File: src/hdl/pulse_mod_map.vh
// Constants for the pulse modulation generator
`ifndef PULSE_MOD_MAP_VH
`define PULSE_MOD_MAP_VH

// Timebase
`define CLK_PERIOD_PS     5000
`define TIMEBASE_PS       20000
`define TICK_CYCLES       (`TIMEBASE_PS / `CLK_PERIOD_PS)
`define TICK_CNT_W        2

// Field widths in 20 ns ticks
`define TIME_W            26
`define PERIOD_W          33

// Trigger mode encodings
`define TRIG_MODE_W       2
`define TRIG_MODE_AUTO    2'h0
`define TRIG_MODE_EXT     2'h1
`define TRIG_MODE_GATED   2'h2

// Reset values, in 20 ns ticks
`define RST_WIDTH         26'h000c350
`define RST_DELAY         26'h0000001
`define RST_PERIOD        33'h00000c350
`define RST_DBL_DELAY     26'h000c350
`define RST_DBL_WIDTH     26'h000c350
`define RST_TRIG_MODE     `TRIG_MODE_AUTO
`define RST_SLOPE_NEG     1'b0
`define RST_GATE_INV      1'b0
`define RST_POL_INV       1'b0
`define RST_DBL_EN        1'b0

`endif

File: src/hdl/ext_pulse_conditioner.v
// Synchroniser and edge/level detector for the external pulse input
`timescale 1ns/1ps
`default_nettype none

module ext_pulse_conditioner (
    input  wire ref_clk_in,         // System clock
    input  wire rstn_in,            // Async reset, active low
    input  wire ext_pulse_in,       // Asynchronous external pulse pin
    input  wire slope_neg_in,       // 1: falling edge triggers
    input  wire gate_inv_in,        // 1: gate active while low
    output wire trig_edge_out,      // One-cycle pulse on selected edge
    output wire gate_active_out     // Gate level after polarity
);

    reg meta_ff;
    reg sync_ff;
    reg prev_ff;

    always @(posedge ref_clk_in or negedge rstn_in) begin
        if (!rstn_in) begin
            meta_ff <= 1'b0;
            sync_ff <= 1'b0;
            prev_ff <= 1'b0;
        end else begin
            meta_ff <= ext_pulse_in;
            sync_ff <= meta_ff;
            prev_ff <= sync_ff;
        end
    end

    // Only the second and third stages feed detection
    assign trig_edge_out   = slope_neg_in ? (prev_ff & ~sync_ff)
                                          : (~prev_ff & sync_ff);
    assign gate_active_out = sync_ff ^ gate_inv_in;

endmodule

`default_nettype wire

File: src/hdl/pulse_mod_unit.v
// Pulse modulation generator with trigger, gate and double pulse
`timescale 1ns/1ps
`default_nettype none

`include "pulse_mod_map.vh"

// Behaviour
// - Enabling modulation starts generator and video/sync output; off after reset. pulse_mod_en_in is not reset, so auto mode runs at once if it is high.
// - Video/sync output can be switched off while modulation stays enabled.
// - Trigger reacts on rising or falling edge as set; rising after reset.
// - Gated mode pulses only while gate high, or low if inverted.
// - Auto mode, the reset mode, runs the pulse train continuously.
// - External mode starts generation on a trigger event on the input.
// - Gated mode generates only while the gate on the input is active.
// - Width 20 ns to 1 s in 20 ns steps; 1 ms after reset.
// - Programmed delay after trigger before first pulse; not in double mode.
// - Pulse repeats at the programmed period; external mode runs one period per trigger.
// - Normal polarity blanks RF in pause; inverted blanks during pulse.
// - Double mode gives two pulses in each period.
module pulse_mod_unit (
    input  wire                    ref_clk_in,        // 200 MHz clock
    input  wire                    rstn_in,           // Async reset, low
    input  wire                    pulse_mod_en_in,   // Modulation enable
    input  wire                    video_off_in,      // Video/sync forced off
    input  wire                    cfg_load_in,       // Load settings pulse
    input  wire [`TRIG_MODE_W-1:0] trig_mode_in,      // Auto/ext/gated
    input  wire                    slope_neg_in,      // Falling edge trigger
    input  wire                    gate_inv_in,       // Inverted gate
    input  wire                    pol_inv_in,        // Inverted RF polarity
    input  wire                    dbl_en_in,         // Double pulse enable
    input  wire [`TIME_W-1:0]      width_in,          // Width, ticks
    input  wire [`TIME_W-1:0]      delay_in,          // Delay, ticks
    input  wire [`PERIOD_W-1:0]    period_in,         // Period, ticks
    input  wire [`TIME_W-1:0]      dbl_delay_in,      // 2nd pulse start
    input  wire [`TIME_W-1:0]      dbl_width_in,      // 2nd pulse width
    input  wire                    external_pulse_in, // External trig/gate
    output reg                     rf_enable_out,     // RF on when high
    output reg                     video_sync_out,    // Video/sync signal
    output wire                    running_out        // Generator active
);

    localparam [2:0] ST_IDLE  = 3'b001;
    localparam [2:0] ST_DELAY = 3'b010;
    localparam [2:0] ST_RUN   = 3'b100;

    reg [`TRIG_MODE_W-1:0] mode_ff;
    reg                    slope_neg_ff;
    reg                    gate_inv_ff;
    reg                    pol_inv_ff;
    reg                    dbl_en_ff;
    reg [`TIME_W-1:0]      width_ff;
    reg [`TIME_W-1:0]      delay_ff;
    reg [`PERIOD_W-1:0]    period_ff;
    reg [`TIME_W-1:0]      dbl_delay_ff;
    reg [`TIME_W-1:0]      dbl_width_ff;

    reg [`TICK_CNT_W-1:0]  tick_cnt_ff;
    reg [2:0]              state_ff;
    reg [2:0]              nxt_state;
    reg [`PERIOD_W-1:0]    phase_ff;
    reg [`PERIOD_W-1:0]    nxt_phase;
    reg                    nxt_rf_enable;
    reg                    nxt_video_sync;

    wire tick;
    wire trig_edge;
    wire gate_active;
    wire pulse_on;
    wire pulse1;
    wire pulse2;
    wire period_end;
    wire [`PERIOD_W-1:0]   dbl_end;

    localparam integer           TICK_LAST_I = `TICK_CYCLES - 1;
    localparam [`TICK_CNT_W-1:0] TICK_LAST   = TICK_LAST_I[`TICK_CNT_W-1:0];

    ext_pulse_conditioner u_cond (
        .ref_clk_in      (ref_clk_in),
        .rstn_in         (rstn_in),
        .ext_pulse_in    (external_pulse_in),
        .slope_neg_in    (slope_neg_ff),
        .gate_inv_in     (gate_inv_ff),
        .trig_edge_out   (trig_edge),
        .gate_active_out (gate_active)
    );

    // Settings keep their reset defaults until the host loads new ones
    always @(posedge ref_clk_in or negedge rstn_in) begin
        if (!rstn_in) begin
            mode_ff      <= `RST_TRIG_MODE;
            slope_neg_ff <= `RST_SLOPE_NEG;
            gate_inv_ff  <= `RST_GATE_INV;
            pol_inv_ff   <= `RST_POL_INV;
            dbl_en_ff    <= `RST_DBL_EN;
            width_ff     <= `RST_WIDTH;
            delay_ff     <= `RST_DELAY;
            period_ff    <= `RST_PERIOD;
            dbl_delay_ff <= `RST_DBL_DELAY;
            dbl_width_ff <= `RST_DBL_WIDTH;
        end else if (cfg_load_in) begin
            mode_ff      <= trig_mode_in;
            slope_neg_ff <= slope_neg_in;
            gate_inv_ff  <= gate_inv_in;
            pol_inv_ff   <= pol_inv_in;
            dbl_en_ff    <= dbl_en_in;
            width_ff     <= width_in;
            delay_ff     <= delay_in;
            period_ff    <= period_in;
            dbl_delay_ff <= dbl_delay_in;
            dbl_width_ff <= dbl_width_in;
        end
    end

    // Common 20 ns timebase
    always @(posedge ref_clk_in or negedge rstn_in) begin
        if (!rstn_in) begin
            tick_cnt_ff <= {`TICK_CNT_W{1'b0}};
        end else if (tick) begin
            tick_cnt_ff <= {`TICK_CNT_W{1'b0}};
        end else begin
            tick_cnt_ff <= tick_cnt_ff + 1'b1;
        end
    end
    assign tick = (tick_cnt_ff == TICK_LAST);

    // Phase within the period; width above period is the host's problem
    assign pulse1     = (phase_ff < {7'h00, width_ff});
    assign dbl_end    = {7'h00, dbl_delay_ff} + {7'h00, dbl_width_ff};
    assign pulse2     = dbl_en_ff
                        && (phase_ff >= {7'h00, dbl_delay_ff})
                        && (phase_ff < dbl_end);
    assign period_end = tick && (phase_ff >= period_ff - 1'b1);
    assign pulse_on   = (state_ff == ST_RUN) && (pulse1 || pulse2);

    always @* begin
        nxt_state = state_ff;
        nxt_phase = phase_ff;
        case (state_ff)
            ST_IDLE: begin
                nxt_phase = {`PERIOD_W{1'b0}};
                if (pulse_mod_en_in) begin
                    case (mode_ff)
                        `TRIG_MODE_AUTO: begin
                            nxt_state = ST_RUN;
                        end
                        `TRIG_MODE_EXT: begin
                            if (trig_edge) begin
                                nxt_state = dbl_en_ff ? ST_RUN
                                                      : ST_DELAY;
                            end
                        end
                        `TRIG_MODE_GATED: begin
                            if (gate_active) begin
                                nxt_state = ST_RUN;
                            end
                        end
                        default: begin
                            nxt_state = ST_IDLE;
                        end
                    endcase
                end
            end
            ST_DELAY: begin
                if (tick) begin
                    nxt_phase = phase_ff + 1'b1;
                    // Delay of 0 ends on the first tick instead of wrapping
                    if (phase_ff + 1'b1 >= {7'h00, delay_ff}) begin
                        nxt_state = ST_RUN;
                        nxt_phase = {`PERIOD_W{1'b0}};
                    end
                end
            end
            ST_RUN: begin
                if (tick) begin
                    nxt_phase = phase_ff + 1'b1;
                end
                if (period_end) begin
                    nxt_phase = {`PERIOD_W{1'b0}};
                    // One period per external trigger, then rearm
                    if (mode_ff == `TRIG_MODE_EXT) begin
                        nxt_state = ST_IDLE;
                    end
                end
            end
            default: begin
                nxt_state = ST_IDLE;
                nxt_phase = {`PERIOD_W{1'b0}};
            end
        endcase
        // Gate dropping cuts the train at once, not at period end
        if ((mode_ff == `TRIG_MODE_GATED) && !gate_active) begin
            nxt_state = ST_IDLE;
            nxt_phase = {`PERIOD_W{1'b0}};
        end
        if (!pulse_mod_en_in) begin
            nxt_state = ST_IDLE;
            nxt_phase = {`PERIOD_W{1'b0}};
        end
    end

    always @* begin
        // Without modulation the RF path is simply on
        if (!pulse_mod_en_in) begin
            nxt_rf_enable = 1'b1;
        end else begin
            nxt_rf_enable = pulse_on ^ pol_inv_ff;
        end
        nxt_video_sync = pulse_mod_en_in && !video_off_in
                         && pulse_on;
    end

    always @(posedge ref_clk_in or negedge rstn_in) begin
        if (!rstn_in) begin
            state_ff       <= ST_IDLE;
            phase_ff       <= {`PERIOD_W{1'b0}};
            rf_enable_out  <= 1'b1;
            video_sync_out <= 1'b0;
        end else begin
            state_ff       <= nxt_state;
            phase_ff       <= nxt_phase;
            rf_enable_out  <= nxt_rf_enable;
            video_sync_out <= nxt_video_sync;
        end
    end

    assign running_out = (state_ff == ST_RUN);

endmodule

`default_nettype wire

File: config.mk
export PLATFORM = sky130hd
export DESIGN_NAME = pulse_mod_unit
export DESIGN_NICKNAME = d
export VERILOG_FILES = /design/src/hdl/ext_pulse_conditioner.v /design/src/hdl/pulse_mod_unit.v
export VERILOG_INCLUDE_DIRS = /design/src /design/src/hdl
export SDC_FILE = /design/constraint.sdc
export NUM_CORES = 1
export LEC_CHECK = 0
export ABC_AREA = 1
export BUFFER_PORTS_ARGS = -buffer_cell sky130_fd_sc_hd__buf_2
export CORE_ASPECT_RATIO = 1.2
export CORE_MARGIN = 8
export CORE_UTILIZATION = 60
export CTS_BUF_LIST = sky130_fd_sc_hd__clkbuf_2
export DETAILED_ROUTE_END_ITERATION = 10
export PLACE_DENSITY = 0.79
export SYNTH_ARGS = -nofsm -noshare
export SYNTH_HDL_FRONTEND = slang
export SYNTH_SLANG_ARGS = --single-unit
File: constraint.sdc
create_clock -name ref_clk_in -period 4.4 [get_ports ref_clk_in]
set_input_delay 0.44 -clock ref_clk_in [delete_from_list [all_inputs] [get_ports ref_clk_in]]
set_output_delay 0.44 -clock ref_clk_in [all_outputs]
set_load 0.1 [all_outputs]
Word level (Yosys, flattened, before mapping) --
Index checks and enable logic that the tools add are counted. Widths: inputs -> output; s select.
Word-level totals: register bits 186, output and inout port bits 3
Operators by class: $add $sub $neg 4, order comparisons 5, equal/unequal tests 13, mux-type cells 21, bitwise gates (word level) 6, reductions and logical operators 13
Operators with widths (count):
- $mux 33 | 6
- $ge 33x26->1 | 2
- $pmux 33 s2 | 1
- $add 33x1->33 const B | 1
- $ge 33x33->1 | 1
- $lt 33x26->1 | 1
- $lt 33x27->1 | 1
- $sub 33x1->33 const B | 1
- $add 26x26->27 | 1
- $mux 3 | 9
- $pmux 3 s3 | 2
- $ne 5x5->1 const B | 2
- $ne 4x2->1 const B | 2
- $ne 4x4->1 const B | 2
- $logic_and 1x1->1 | 7
- $reduce_and 6->1 | 1
- $ne 5x2->1 const B | 1
- $eq 2x2->1 const B | 2
- $eq 3x1->1 const B | 1
- $eq 3x2->1 const B | 1
- $eq 3x3->1 const B | 1
- $add 2x1->2 const B | 1
- $and 1x1->1 | 2
- $eq 2x1->1 const B | 1
- 8 further kinds | 12

Logic depth before layout (Yosys ltp) --
Gate-level depths: netlist of run 1.
depth in word-level cells 8, mapped depth 27

Modules after synthesis --
Synthesis of run 1 repeated with hierarchy kept, for this count alone.
Second synthesis, totals: cells, all modules 1722, area, all modules 13558.0 um2
Modules (own cells, without submodules):
- pulse_mod_unit | instances 1, cells an instance 1712, area each 13449.1 um2, sequential area each 4613.2 um2
- ext_pulse_conditioner | instances 1, cells an instance 10, area each 108.9 um2, sequential area each 75.1 um2

Least setup slack after synthesis of run 1 --
No wires, ideal clock.
kind register to register, start point register state_ff[1], end point register phase_ff[16], setup time 0.065 ns, arrival 3.697 ns, data required time 4.335 ns, setup slack 0.638 ns, cell stages (with the launch flop) 7, path buffers 1, clock period less this slack 3.762 ns, path through dfrtp_1 > nor3_1 > nand2_1 > nand2_4 > buf_8 > nand2_1 > nand2_1
On the way: longest elaborated chain between the ends 4, elaborated cells on any way between the ends 8
Ends and longest elaborated chain:
- from (decl) | line pulse_mod_unit.v:58 | reg [2:0] state_ff;
- from (signal assigned) | line pulse_mod_unit.v:219 | state_ff <= nxt_state;
- $eq 3x3->1 *
- named net running_out | line pulse_mod_unit.v:39 | output wire running_out
- $pmux 33 s2 | line pulse_mod_unit.v:138 | case (state_ff)
- $mux 33 | line pulse_mod_unit.v:191 | if ((mode_ff == `TRIG_MODE_GATED) && !gate_active) begin
- $mux 33 | line pulse_mod_unit.v:195 | if (!pulse_mod_en_in) begin
- to (signal assigned) | line pulse_mod_unit.v:215 | phase_ff <= {`PERIOD_W{1'b0}};
- to (signal assigned) | line pulse_mod_unit.v:220 | phase_ff <= nxt_phase;
- to (decl) | line pulse_mod_unit.v:60 | reg [`PERIOD_W-1:0] phase_ff;
The timed path passes the listed nets; every way through them passes the cells marked *. A chain may end at the register's enable or synchronous reset.

Worst setup path in the final report of run 1 --
start point register dbl_delay_ff[2], end point register video_sync_out
On the way: longest elaborated chain between the ends 6, elaborated cells on any way between the ends 8
Ends and longest elaborated chain:
- from (decl) | line pulse_mod_unit.v:54 | reg [`TIME_W-1:0] dbl_delay_ff;
- from (signal assigned) | line pulse_mod_unit.v:98 | dbl_delay_ff <= `RST_DBL_DELAY;
- from (signal assigned) | line pulse_mod_unit.v:109 | dbl_delay_ff <= dbl_delay_in;
- $add 26x26->27 or $ge 33x26->1 (tied branches) | line pulse_mod_unit.v:128, pulse_mod_unit.v:130
- $lt 33x27->1 or $logic_and 1x1->1 (tied branches) | line pulse_mod_unit.v:131, pulse_mod_unit.v:130
- $logic_and 1x1->1 * | line pulse_mod_unit.v:131 | && (phase_ff < dbl_end);
- $logic_or 1x1->1 * | line pulse_mod_unit.v:133 | assign pulse_on = (state_ff == ST_RUN) && (pulse1 || pulse2);
- $logic_and 1x1->1 * | line pulse_mod_unit.v:133
- $logic_and 1x1->1 * | line pulse_mod_unit.v:209 | && pulse_on;
- named net nxt_video_sync | line pulse_mod_unit.v:63 | reg nxt_video_sync;
- to (signal assigned) | line pulse_mod_unit.v:222 | video_sync_out <= nxt_video_sync;
- to (decl) | line pulse_mod_unit.v:38 | output reg video_sync_out,
Marked as above.

==> summary.txt, run 1 <==
Timing
  • Min cycle time layout: around 4 ns
  • Final period util: 90.58%
  • Slew HR: 53.37%
  • Setup TNS: 0 ns
  • Worst-margin pin slew: about 0.7 ns
  • RSZ-0062 raised after global routing: no
  • Fin Clk Skew: around 0.05 ns
  • Fin. Hold Viols: 0
  • Final setup violation count: 0
  • Highest clock rate: 250.9 MHz
  • Final Max Tran Viols: 0

Drt
  • Via Count: about 13000
  • Routed Antenna Nets: 0
  • WL per Instance: 16.84 µm
  • Residual DRC count: 0
  • Final wirelength: ~41000 µm
  • Detailed Route Iter0 Violations: approximately 800
  • Via density: between 5 and 6
  • DR pass1 iterations: 6

Clocking
  • Clk sinks: between 150 and 200
  • CTS buffer count: 17
  • CTS H-tree depth: 4
  • Clock root buffer: clkbuf_2
  • Worst-case clock buffer depth: 2
  • Clock-pin slew reported for the worst setup and hold paths after clock tree synthesis: between 0.2 and 0.3 ns
  • CTS tree: built
  • Clk_lat worst skew: around 0.80 ns

Yosys
  • Syn nets: 2140
  • List of most frequent post-synthesis cells: nand2_1, inv_1, ha_1, nor2_1, dfrtp_1
  • Top-count cell post-synth: nand2_1
  • Cell Area, Synth: about 0.014 mm²
  • Sequential share of the synthesized area: 34.06%
  • Mean post-synth cell area: 7.543 µm²
  • Synth area leader: dfrtp_1
  • Yosys cell types: 47
  • FF+latch count, synth: about 190
  • Asr flop ratio synth: 100.0%
  • Ys Warns: 0
  • Yosys top cell area share: a little under 30%
  • Primary FF master, synth: dfrtp_1
  • Syn Inst Count: around 1800
  • EDFF count, synth: 0
  • Ranking of synthesized cells by area: dfrtp_1, ha_1, nand2_1

Floorplanning
  • Die area: around 0.028 mm²
  • I/O pins: about 150
  • Core area: about 0.022 mm²
  • FP Rows: 60
  • Initial Utilization: between 60 and 70%
  • Die H: between 150 and 200 µm
  • Die Wd: 154.3 µm

Placed design
  • Post-DP HPWL: ~29000 µm
  • I/O Buffers: between 150 and 200
  • Final GP Congestion: about 0.96

Worst setup path
  • Worst-path fanout max: 4
  • Path type of the worst setup path: flip-flop to flip-flop
  • Crit path launch type: flip-flop
  • CP Capture Type: flip-flop
  • Worst EP arrival: 4.71 ns
  • Worst endpoint required time: roughly 5.1 ns

Power and ir drop
  • Pwr/cell area: roughly 240 mW/mm²
  • Max IR drop VDD: between 150 and 200 µV
  • Leak: between 8 and 9 nW
  • Final Power: between 4 and 5 mW

Global route
  • Initial antenna violation count: 3
  • Largest net degree at the start of global routing: 114
  • GRT Total Usage: a little under 30%
  • Vias in the first global route: ~14000
  • First-pass GRT wire length: 66640 µm
  • Grt ovf: 0

Run
  • Max Cap Violations: 0

Worst hold path
  • Hold crit path type: input pin to flip-flop

Final layout
  • Area growth syn-to-layout: 20.45%
  • Nets: 2437
  • Layout cells sized above 1: 13.82%

Status
  • Status: finished clean
-- routing by layer --
| metal | wire [µm] | vias to the layer above | global-route usage (%) |
|---|---|---|---|
| met4 | 2152 | 0 | 16.53 |
| met5 | 0 | - | 0 |
| met3 | 2347 | 159 | 4.276 |
| met2 | 20630 | 474 | 52.57 |
| li1 | - | 6531 | - |
| met1 | 15590 | 6245 | 32.95 |
-- registers in the layout, summed over array words and instances (netlist names) --
| signal | flops |
|---|---|
| period_ff | 33 |
| phase_ff | 33 |
| dbl_delay_ff | 26 |
| dbl_width_ff | 26 |
| delay_ff | 26 |
| width_ff | 26 |
| state_ff | 3 |
| mode_ff | 2 |
| tick_cnt_ff | 2 |
| dbl_en_ff | 1 |
| gate_inv_ff | 1 |
| pol_inv_ff | 1 |
| rf_enable_out | 1 |
| slope_neg_ff | 1 |
| u_cond.meta_ff | 1 |
| u_cond.prev_ff | 1 |
| u_cond.sync_ff | 1 |
| video_sync_out | 1 |
-- worst paths after layout --
check / start / to / slack (ns) / cells after the start
worst min-delay path: cfg_load_in / slope_neg_ff / 0.13 / 3
worst min register to register: u_cond.meta_ff / u_cond.sync_ff / 0.41 / 0
max in group asynchronous: rstn_in / phase_ff[31] / 3.18 / 3
worst max-delay path: dbl_delay_ff[2] / video_sync_out / 0.41 / 23
min in group asynchronous: rstn_in / width_ff[11] / 0.16 / 2
worst max register to register: dbl_delay_ff[2] / video_sync_out / 0.41 / 23
-- cell type report --
cell class                 count  area, µm²
antenna                        3      7.507
clock buffer                  18      90.09
clock inverter                14      140.1
fill                        1720       5866
inverter                     251      942.2
multi-input combinational   1352       7991
sequential                   186       4688
tap                          279      349.1
timing repair buffer         314       2372
-- power breakdown --
part	internal [mW]	leakage [nW]	switching [mW]
clock	0.221	0.135	0.662
combinational	0.502	6.35	0.721
sequential	1.86	2.26	0.0838
total	2.58	8.75	1.47
-- kinds of logic after synthesis --
group                      synth area share [%]
DFF                                       34.06
buffers and inverters                     8.053
and+or+nand+nor                           24.93
muxes                                     3.190
adders and majority gates                 15.14
AOI/OAI and AO/OA                         10.17
xor gates and xnor gates                  4.454
-- worst max-delay path, cell delays in order (launching register included) --
cell	delay [ns]
dfrtp_1	0.46
ha_1	0.37
a21oi_1	0.17
nand2_1	0.16
a21oi_1	0.40
o21bai_1	0.17
a21oi_1	0.15
buf_4	0.14
o21ai_0	0.16
nand2_1	0.12
nand2_1	0.06
xnor2_1	0.20
ha_1	0.26
nand2_1	0.08
o21ai_0	0.10
a21oi_1	0.12
nand2_1	0.09
nand2_1	0.07
nand2_1	0.05
nor2_1	0.10
nand3_1	0.08
nand2_1	0.12
nand2_1	0.09
nor3_1	0.18
-- metrics by stage --
step / utilization [%] / instance area (µm²) / setup slack, ns / cells / hold slack, ns
final: 73.87 / 16580 / 0.4144 / 2417 / 0.1272
after global routing: 73.87 / 16580 / 0.01455 / 2417 / 0.1230
after CTS: 73.73 / 16550 / 0.4394 / 2414 / 0.08326
after detailed placement: 66.15 / 14850 / 0.4877 / 2235 / 0.3635
after global placement: 66.15 / 14850 / 0.6137 / 2235 / 0.3340
after floorplan: - / 13770 / 0.6378 / 1825 / 0.1444
-- layout by cell type (no fill, tap or decap), types with 3 or more instances in the layout --
| cell | count |
|---|---|
| nor2_1 | 165 |
| a31oi_1 | 3 |
| a21o_1 | 13 |
| xor2_1 | 51 |
| xnor2_1 | 19 |
| a21oi_1 | 86 |
| clkinvlp_4 | 3 |
| nor2_2 | 8 |
| diode_2 | 3 |
| o21ai_0 | 137 |
| clkbuf_2 | 18 |
| ha_1 | 165 |
| buf_2 | 149 |
| buf_4 | 15 |
| nor4_1 | 9 |
| dlygate4sd3_1 | 147 |
| nor3_1 | 27 |
| nand3_1 | 65 |
| or2_2 | 5 |
| dfrtp_1 | 159 |
| inv_1 | 249 |
| nand4_1 | 34 |
| o21a_1 | 5 |
| o21bai_1 | 3 |
| nand2_1 | 479 |
| mux2_2 | 39 |
| nand2_2 | 7 |
| dfstp_2 | 27 |
| o31ai_1 | 3 |
| nand3b_1 | 7 |
-- what timing repair did --
item,in CTS,in global routing
resized for setup,0,3
hold buffers,147,0
hold endpoints to repair,215,0
endpoints found under the setup margin,0,28
buffers inserted,0,0
Power figures use the tool's default switching activity.
==> run 2: changes to the inputs <==
==> constraint.sdc (replaced) <==
create_clock -name ref_clk_in -period 4.2 [get_ports ref_clk_in]
set_input_delay 0.42 -clock ref_clk_in [delete_from_list [all_inputs] [get_ports ref_clk_in]]
set_output_delay 0.42 -clock ref_clk_in [all_outputs]
set_load 0.1 [all_outputs]
==> run 2 against run 1 <==
Critical path depth unchanged; die area unchanged; final cell count up 0.12%; utilization up 0.28 points; clock skew down 0.0033 ns; non-clock buffer count up 4; worst hold slack worse by 0.028 ns; maximum frequency up 2.0%; critical path type unchanged; largest power group unchanged.
==> summary.txt, run 2 (synthesis gave the netlist of run 1 again) <==
Floorplanning
  • Die H: 181.9 µm (unchanged)
  • FP Rows: 60 (unchanged)
  • Initial Utilization: 61.33% (unchanged)
  • I/O pins: 152 (unchanged)
  • Die Wd: 154.3 µm (unchanged)
  • Die area: 0.02807 mm² (unchanged)
  • Core area: 0.02245 mm² (unchanged)

Global route
  • Initial antenna violation count: 2 (-1)
  • Vias in the first global route: 13671 (-1.0%)
  • First-pass GRT wire length: 66140 µm (-0.75%)
  • Largest net degree at the start of global routing: 117 (+2.6%)
  • Grt ovf: 0 (unchanged)
  • GRT Total Usage: 29.23% (-0.18 points)

Clocking
  • Clk sinks: 186 (unchanged)
  • CTS buffer count: 17 (unchanged)
  • CTS H-tree depth: 4 (unchanged)
  • Clock-pin slew reported for the worst setup and hold paths after clock tree synthesis: 0.30 ns (about the same)
  • CTS tree: built
  • Clock root buffer: clkbuf_2
  • Worst-case clock buffer depth: 2 (unchanged)
  • Clk_lat worst skew: 0.82 ns (+0.02 ns)

Placed design
  • Post-DP HPWL: 28810 µm (-0.97%)
  • Post-placement cell count: 2238 (+0.13%)
  • Placement Setup Slack: 0.2806 ns (-0.2071 ns)
  • Final GP Congestion: 0.9677 (+0.63%)
  • I/O Buffers: 151 (unchanged)

Timing
  • Min cycle time layout: 3.906 ns (-0.07982 ns)
  • Fin Clk Skew: 0.04686 ns (-0.003289 ns)
  • Setup TNS: 0 ns (unchanged)
  • Hold slack final: 0.09966 ns (-0.02752 ns)
  • Final setup violation count: 0 (unchanged)
  • Final period util: 92.99% (+2.4 points)
  • Setup WS post-layout: 0.2942 ns (-0.1202 ns)
  • Fin. Hold Viols: 0 (unchanged)
  • Worst-margin pin slew: 0.9006 ns (+0.2011 ns)
  • Slew HR: 39.96% (-13 points)
  • Final Max Tran Viols: 0 (unchanged)
  • Highest clock rate: 256.0 MHz (+2.0%)

Worst setup path
  • Path type of the worst setup path: flip-flop to flip-flop
  • Worst-path fanout max: 28 (+24)
  • Worst EP arrival: 4.65 ns (-0.06 ns)
  • Crit path launch type: flip-flop
  • Worst endpoint required time: 4.94 ns (-0.18 ns)
  • CP Capture Type: flip-flop

Drt
  • Detailed Route Iter0 Violations: 695 (-13%)
  • Residual DRC count: 0 (unchanged)
  • Via density: 5.495 (-0.94%)
  • WL per Instance: 16.79 µm (-0.30%)
  • DR pass1 iterations: 8 (+2)
  • Routed Antenna Nets: 0 (unchanged)
  • Final wirelength: 40640 µm (-0.18%)
  • Via Count: 13299 (-0.82%)

Final layout
  • Layout cells sized above 1: 14.26% (+0.44 points)
  • Largest registers: period_ff x33, phase_ff x33
  • Most frequent cells in the layout: nand2_1, inv_1, ha_1
  • Fill cells: 1745 (+1.5%)
  • Most common cell after layout, fill and taps aside: nand2_1
  • Fin util: 74.15% (+0.28 points)
  • Final Instance Count excl. Fillers: 2420 (+0.12%)
  • Area growth syn-to-layout: 20.91%
  • Nets: 2441 (+0.16%)

Power and ir drop
  • Max IR drop VDD: 149.1 µV (-4.5%)
  • Pwr/cell area: 260.7 mW/mm² (+6.7%)
  • Leak: 8.782 nW (+0.35%)

Worst hold path
  • Hold crit path type: input pin to flip-flop

Status
  • Status: finished clean

Run
  • Max Cap Violations: 0 (unchanged)
-- run 2: cell count changes in the layout (fill, tap and decap cells not counted), moves of 2 or more --
cell,previous run,this run
buf_4,15,19
a21oi_2,1,3
nand2_2,7,10
nand2_1,479,476
a21oi_1,86,84
inv_6,2,4
-- run 2: power by group --
group	total, mW	internal (mW)	switching [mW]	leakage (nW)
clock	1.01	0.291	0.717	0.147
combinational	1.29	0.529	0.764	6.37
sequential	2.04	1.95	0.0866	2.26
-- run 2: layout make-up --
type	count	area (µm²)	area share [%]
Multi-Input combinational cell	1352	8005	48.10
Tap cell	279	349.1	2.097
Clock buffer	17	85.08	0.5112
Timing Repair Buffer	318	2402	14.43
Sequential cell	186	4690	28.18
Clock inverter	15	165.2	0.9923
Inverter	251	942.2	5.661
Antenna cell	2	5.005	0.03007
-- run 2: timing repair --
item | in CTS | in global routing
hold endpoints to repair | 226 | 0
gates resized for setup | 0 | 10
endpoints found under the setup margin | 0 | 36
hold buffers | 147 | 0
setup buffers | 0 | 1
-- run 2: metal layers --
layer | global-route usage, % | wire [µm]
met1 | 32.02 | 15650
met2 | 53.47 | 20870
met5 | 0 | 0
met3 | 5.083 | 2358
met4 | 14.29 | 1762
-- run 2: critical path, cell delays in order (launching register included) --
cell and delay (ns):
dfrtp_1 0.64, nand3_1 0.27, nor2_1 0.33, nand2_1 0.16, nor2_1 0.14, nand2_1 0.10
nor3_1 0.28, nand2_1 0.11, xor2_1 0.18, inv_1 0.07, ha_1 0.17, nand2_1 0.07
nand2_1 0.05, nand2_1 0.06, nand2_1 0.06, a21oi_1 0.16, nor2_1 0.06, nor2_1 0.09
nand2_1 0.11, a21oi_2 0.18, nand4_2 0.17, nand2_8 0.23, nand2_1 0.08, nand2_1 0.06
-- run 2: stage by stage --
stage	instance area, µm²	power, mW
after CTS	16590	4.317
after detailed placement	14870	3.212
after floorplan	13770	2.851
after global routing	16640	4.589
final	16640	4.340
after global placement	14870	3.176
-- run 2: final timing paths --
kind / depth (start not counted) / slack, ns / endpoint / startpoint
max: 23 / 0.29 / phase_ff[17] / phase_ff[1]
min: 3 / 0.1 / width_ff[23] / cfg_load_in
max reg2reg: 23 / 0.29 / phase_ff[17] / phase_ff[1]
min reg2reg: 0 / 0.39 / u_cond.sync_ff / u_cond.meta_ff
max in group asynchronous: 3 / 2.96 / dbl_delay_ff[14] / rstn_in
min in group asynchronous: 2 / 0.24 / width_ff[1] / rstn_in
==> run 3: changes to the inputs <==
--- a/config.mk
+++ b/config.mk
@@ -9,9 +9,8 @@
 export ABC_AREA = 1
 export BUFFER_PORTS_ARGS = -buffer_cell sky130_fd_sc_hd__buf_2
 export CORE_ASPECT_RATIO = 1.2
-export CORE_MARGIN = 8
 export CORE_UTILIZATION = 60
-export CTS_BUF_LIST = sky130_fd_sc_hd__clkbuf_2
+export CTS_BUF_LIST = sky130_fd_sc_hd__clkbuf_16
 export DETAILED_ROUTE_END_ITERATION = 10
 export PLACE_DENSITY = 0.79
 export SYNTH_ARGS = -nofsm -noshare
==> run 3 against run 2 <==
The run now ends with hold timing left; via count fell by 4.5%; global-route usage rose by 2.7 points; final cell count shrank 6.1%; clock skew decreased by 0.035 ns; die area fell by 16%; non-clock buffer count fell by 146; flip-flop and latch count is the same; clock power is 65% higher; setup slack improved by 0.062 ns; sequential power is essentially flat.
==> summary.txt, run 3 (synthesis gave the netlist of run 1 again) <==
Placed design
  • Placement Setup Slack: 0.2745 ns (-0.006127 ns)
  • Placed cell areas: 0.01489 mm² (+0.13%)
  • Final GP Congestion: 0.9440 (-2.4%)
  • I/O Buffers: 151 (unchanged)
  • Post-DP HPWL: 28180 µm (-2.2%)
  • Post-placement cell count: 2239 (+0.045%)

Power and ir drop
  • Leak: 8.327 nW (-5.2%)
  • Seq pwr share: 41.6% (-5.3 points)
  • Total net switching power: 1.635 mW (+4.3%)
  • Sw frac: 33.53% (-2.6 points)
  • Max IR drop VDD: 279.6 µV (+87%)
  • Gate power share: 24.1% (-5.7 points)
  • Pwr/cell area: 313.9 mW/mm² (+20%)
  • Int Power: 3.242 mW (+17%)
  • Clk pwr share: 34.3% (+11 points)

Final layout
  • Area growth syn-to-layout: 12.87%
  • Most common cell after layout, fill and taps aside: nand2_1
  • Layout cells sized above 1: 15.30% (+1.0 points)
  • Largest registers: period_ff x33, phase_ff x33
  • Most frequent cells in the layout: nand2_1, inv_1, ha_1
  • Nets: 2295 (-6.0%)
  • Ant diodes: 0 (-2)
  • Final Instance Count excl. Fillers: 2272 (-6.1%)
  • Fill cells: 1931 (+11%)
  • Fin area: 0.01554 mm² (-6.6%)
  • Fin util: 69.22% (-4.9 points)
  • Seq. cell area: 0.004688 mm² (about the same)
  • Multi-input logic area: 0.008004 mm² (about the same)

Worst setup path
  • Crit path max-delay cell type: dfrtp_1
  • Worst-path fanout max: 4 (-86%)
  • Most Frequent Cell on Critical Path: nand3_1
  • Worst endpoint required time: 4.54 ns (-0.40 ns)
  • Worst EP arrival: 4.18 ns (-0.47 ns)
  • Path type of the worst setup path: flip-flop to flip-flop
  • CP max stage delay: 0.41 ns (-0.23 ns)
  • CP Capture Type: flip-flop
  • Reg2reg setup slack: 0.36 ns (+0.06 ns)
  • Crit path buf inv count: 3 (+2)
  • CP Cell Sequence: nor2_1, inv_1, nor2_2, inv_1, nor2_2, nand3_1, nor4_4, nand3_1, nor3_1, xor2_1, inv_1, ha_1, nand4_1, or2_2, nor2_1, nand3_1, nand4_1, nand3_1, a21oi_1, nand2_1, nand2_1, nand2_1
  • CP top delay family: simple AND/OR/NAND/NOR gates
  • Crit path launch type: flip-flop

Timing
  • Fin. Hold Viols: 7 (+7)
  • Final setup violation count: 0 (unchanged)
  • Final Max Tran Viols: 0 (unchanged)
  • Slew HR: 50.01% (+10 points)
  • Min cycle time layout: 3.844 ns (-0.06217 ns)
  • Final period util: 91.51% (-1.5 points)
  • Setup TNS: 0 ns (unchanged)
  • Setup WS post-layout: 0.3564 ns (+0.06217 ns)
  • Worst-margin pin slew: 0.7499 ns (-0.1507 ns)
  • Highest clock rate: 260.2 MHz (+1.6%)
  • Hold slack final: -0.02543 ns (-0.1251 ns)
  • Fin Clk Skew: 0.01202 ns (-0.03484 ns)

Clocking
  • CTS H-tree depth: 4 (unchanged)
  • Worst-case clock buffer depth: 2 (unchanged)
  • Clock root buffer: clkbuf_16
  • Clock-pin slew reported for the worst setup and hold paths after clock tree synthesis: 0.08 ns (-0.22 ns)
  • CTS buffer count: 17 (unchanged)
  • Clk_lat worst skew: 0.45 ns (-0.37 ns)
  • Clk sinks: 186 (unchanged)
  • Hold buffers post-CTS: 0 (-100%)
  • CTS tree: built

Drt
  • Via Count: 12698 (-4.5%)
  • Residual DRC count: 0 (unchanged)
  • Final wirelength: 36290 µm (-11%)
  • Via density: 5.589 (+1.7%)
  • WL per Instance: 15.97 µm (-4.9%)
  • Routed Antenna Nets: 0 (unchanged)
  • Detailed Route Iter0 Violations: 737 (+6.0%)
  • DR pass1 iterations: 5 (-3)

Floorplanning
  • Initial Utilization: 61.33% (unchanged)
  • FP Rows: 60 (unchanged)
  • Die H: 167.9 µm (-7.7%)
  • Core area: 0.02245 mm² (unchanged)
  • Die Wd: 140.3 µm (-9.1%)
  • Die area: 0.02355 mm² (-16%)
  • I/O pins: 152 (unchanged)

Status
  • Violated checks: hold timing
  • Status: finished, violations left

Run
  • Max Cap Violations: 0 (unchanged)

Global route
  • Grt ovf: 0 (unchanged)
  • GRT Total Usage: 31.88% (+2.7 points)
  • Vias in the first global route: 12524 (-8.4%)
  • Initial antenna violation count: 0 (-2)
  • Largest net degree at the start of global routing: 108 (-7.7%)
  • First-pass GRT wire length: 59170 µm (-11%)

Worst hold path
  • Hold crit path type: input pin to asynchronous set/reset pin
[run 3: cell types whose count changed in the layout (fill, tap and decap cells not counted), sizes merged]
cell | previous run | this run
buf | 171 | 172
diode | 2 | 0
bufinv | 2 | 1
clkinvlp | 2 | 1
dlygate4sd3 | 147 | 0
clkinv | 4 | 6
[run 3: worst register-to-register path, stage by stage, from the launching register on]
cell and delay, ns:
dfrtp_1 0.41, nor2_1 0.10, inv_1 0.05, nor2_2 0.12
inv_1 0.08, nor2_2 0.16, nand3_1 0.23, nor4_4 0.24
nand3_1 0.20, nor3_1 0.25, xor2_1 0.17, inv_1 0.07
ha_1 0.28, nand4_1 0.08, or2_2 0.31, nor2_1 0.11
nand3_1 0.09, nand4_1 0.18, nand3_1 0.11, a21oi_1 0.29
nand2_1 0.10, nand2_1 0.07, nand2_1 0.04
[run 3: path summary, 6_finish.rpt]
kind,cells after the start,startpoint,end
max,22,period_ff[2],state_ff[1]
min,1,rstn_in,width_ff[10]
max reg2reg,22,period_ff[2],state_ff[1]
min reg2reg,0,u_cond.meta_ff,u_cond.sync_ff
max in group asynchronous,2,rstn_in,period_ff[15]
min in group ref_clk_in,1,external_pulse_in,u_cond.meta_ff
[run 3: cell type report]
| cell class | instances | share of cell area [%] |
|---|---|---|
| clock buffers | 17 | 2.738 |
| clock inverters | 15 | 1.143 |
| inverters | 251 | 6.064 |
| multi-input cells | 1352 | 51.51 |
| flip-flops and latches | 186 | 30.17 |
| well taps | 279 | 2.247 |
| repair buffers | 172 | 6.120 |
[run 3: metrics by stage]
stage / total power, mW / hold WS (ns)
CTS: 4.878 / 0.007043
detailed placement: 3.215 / 0.3642
finish: 4.878 / -0.02543
global placement: 3.185 / 0.3324
global route: 5.117 / 0.03700
floorplan: 2.851 / 0.1244
[run 3: repair_timing]
item,in CTS,in global routing
endpoints found under the setup margin,0,35
buffers inserted,0,1
gates resized for setup,0,8
[run 3: metal layers]
layer | part of all wire (%) | global-route usage, % | up-vias
met2 | 51 | 57.96 | 391
met4 | 4.9 | 16.48 | 0
met1 | 39 | 36.31 | 5936
li1 | - | - | 6244
met3 | 5.1 | 4.408 | 127
met5 | 0 | 0 | -
[run 3: power groups by stage]
stage	Combinational [mW]	Clock (mW)	Sequential (mW)
6_report	1.17	1.67	2.03
5_1_grt	1.32	1.75	2.05
4_1_cts	1.17	1.68	2.03
3_5_place_dp	1.15	0	2.06
3_3_place_gp	1.13	0	2.06
2_1_floorplan	0.803	0	2.05
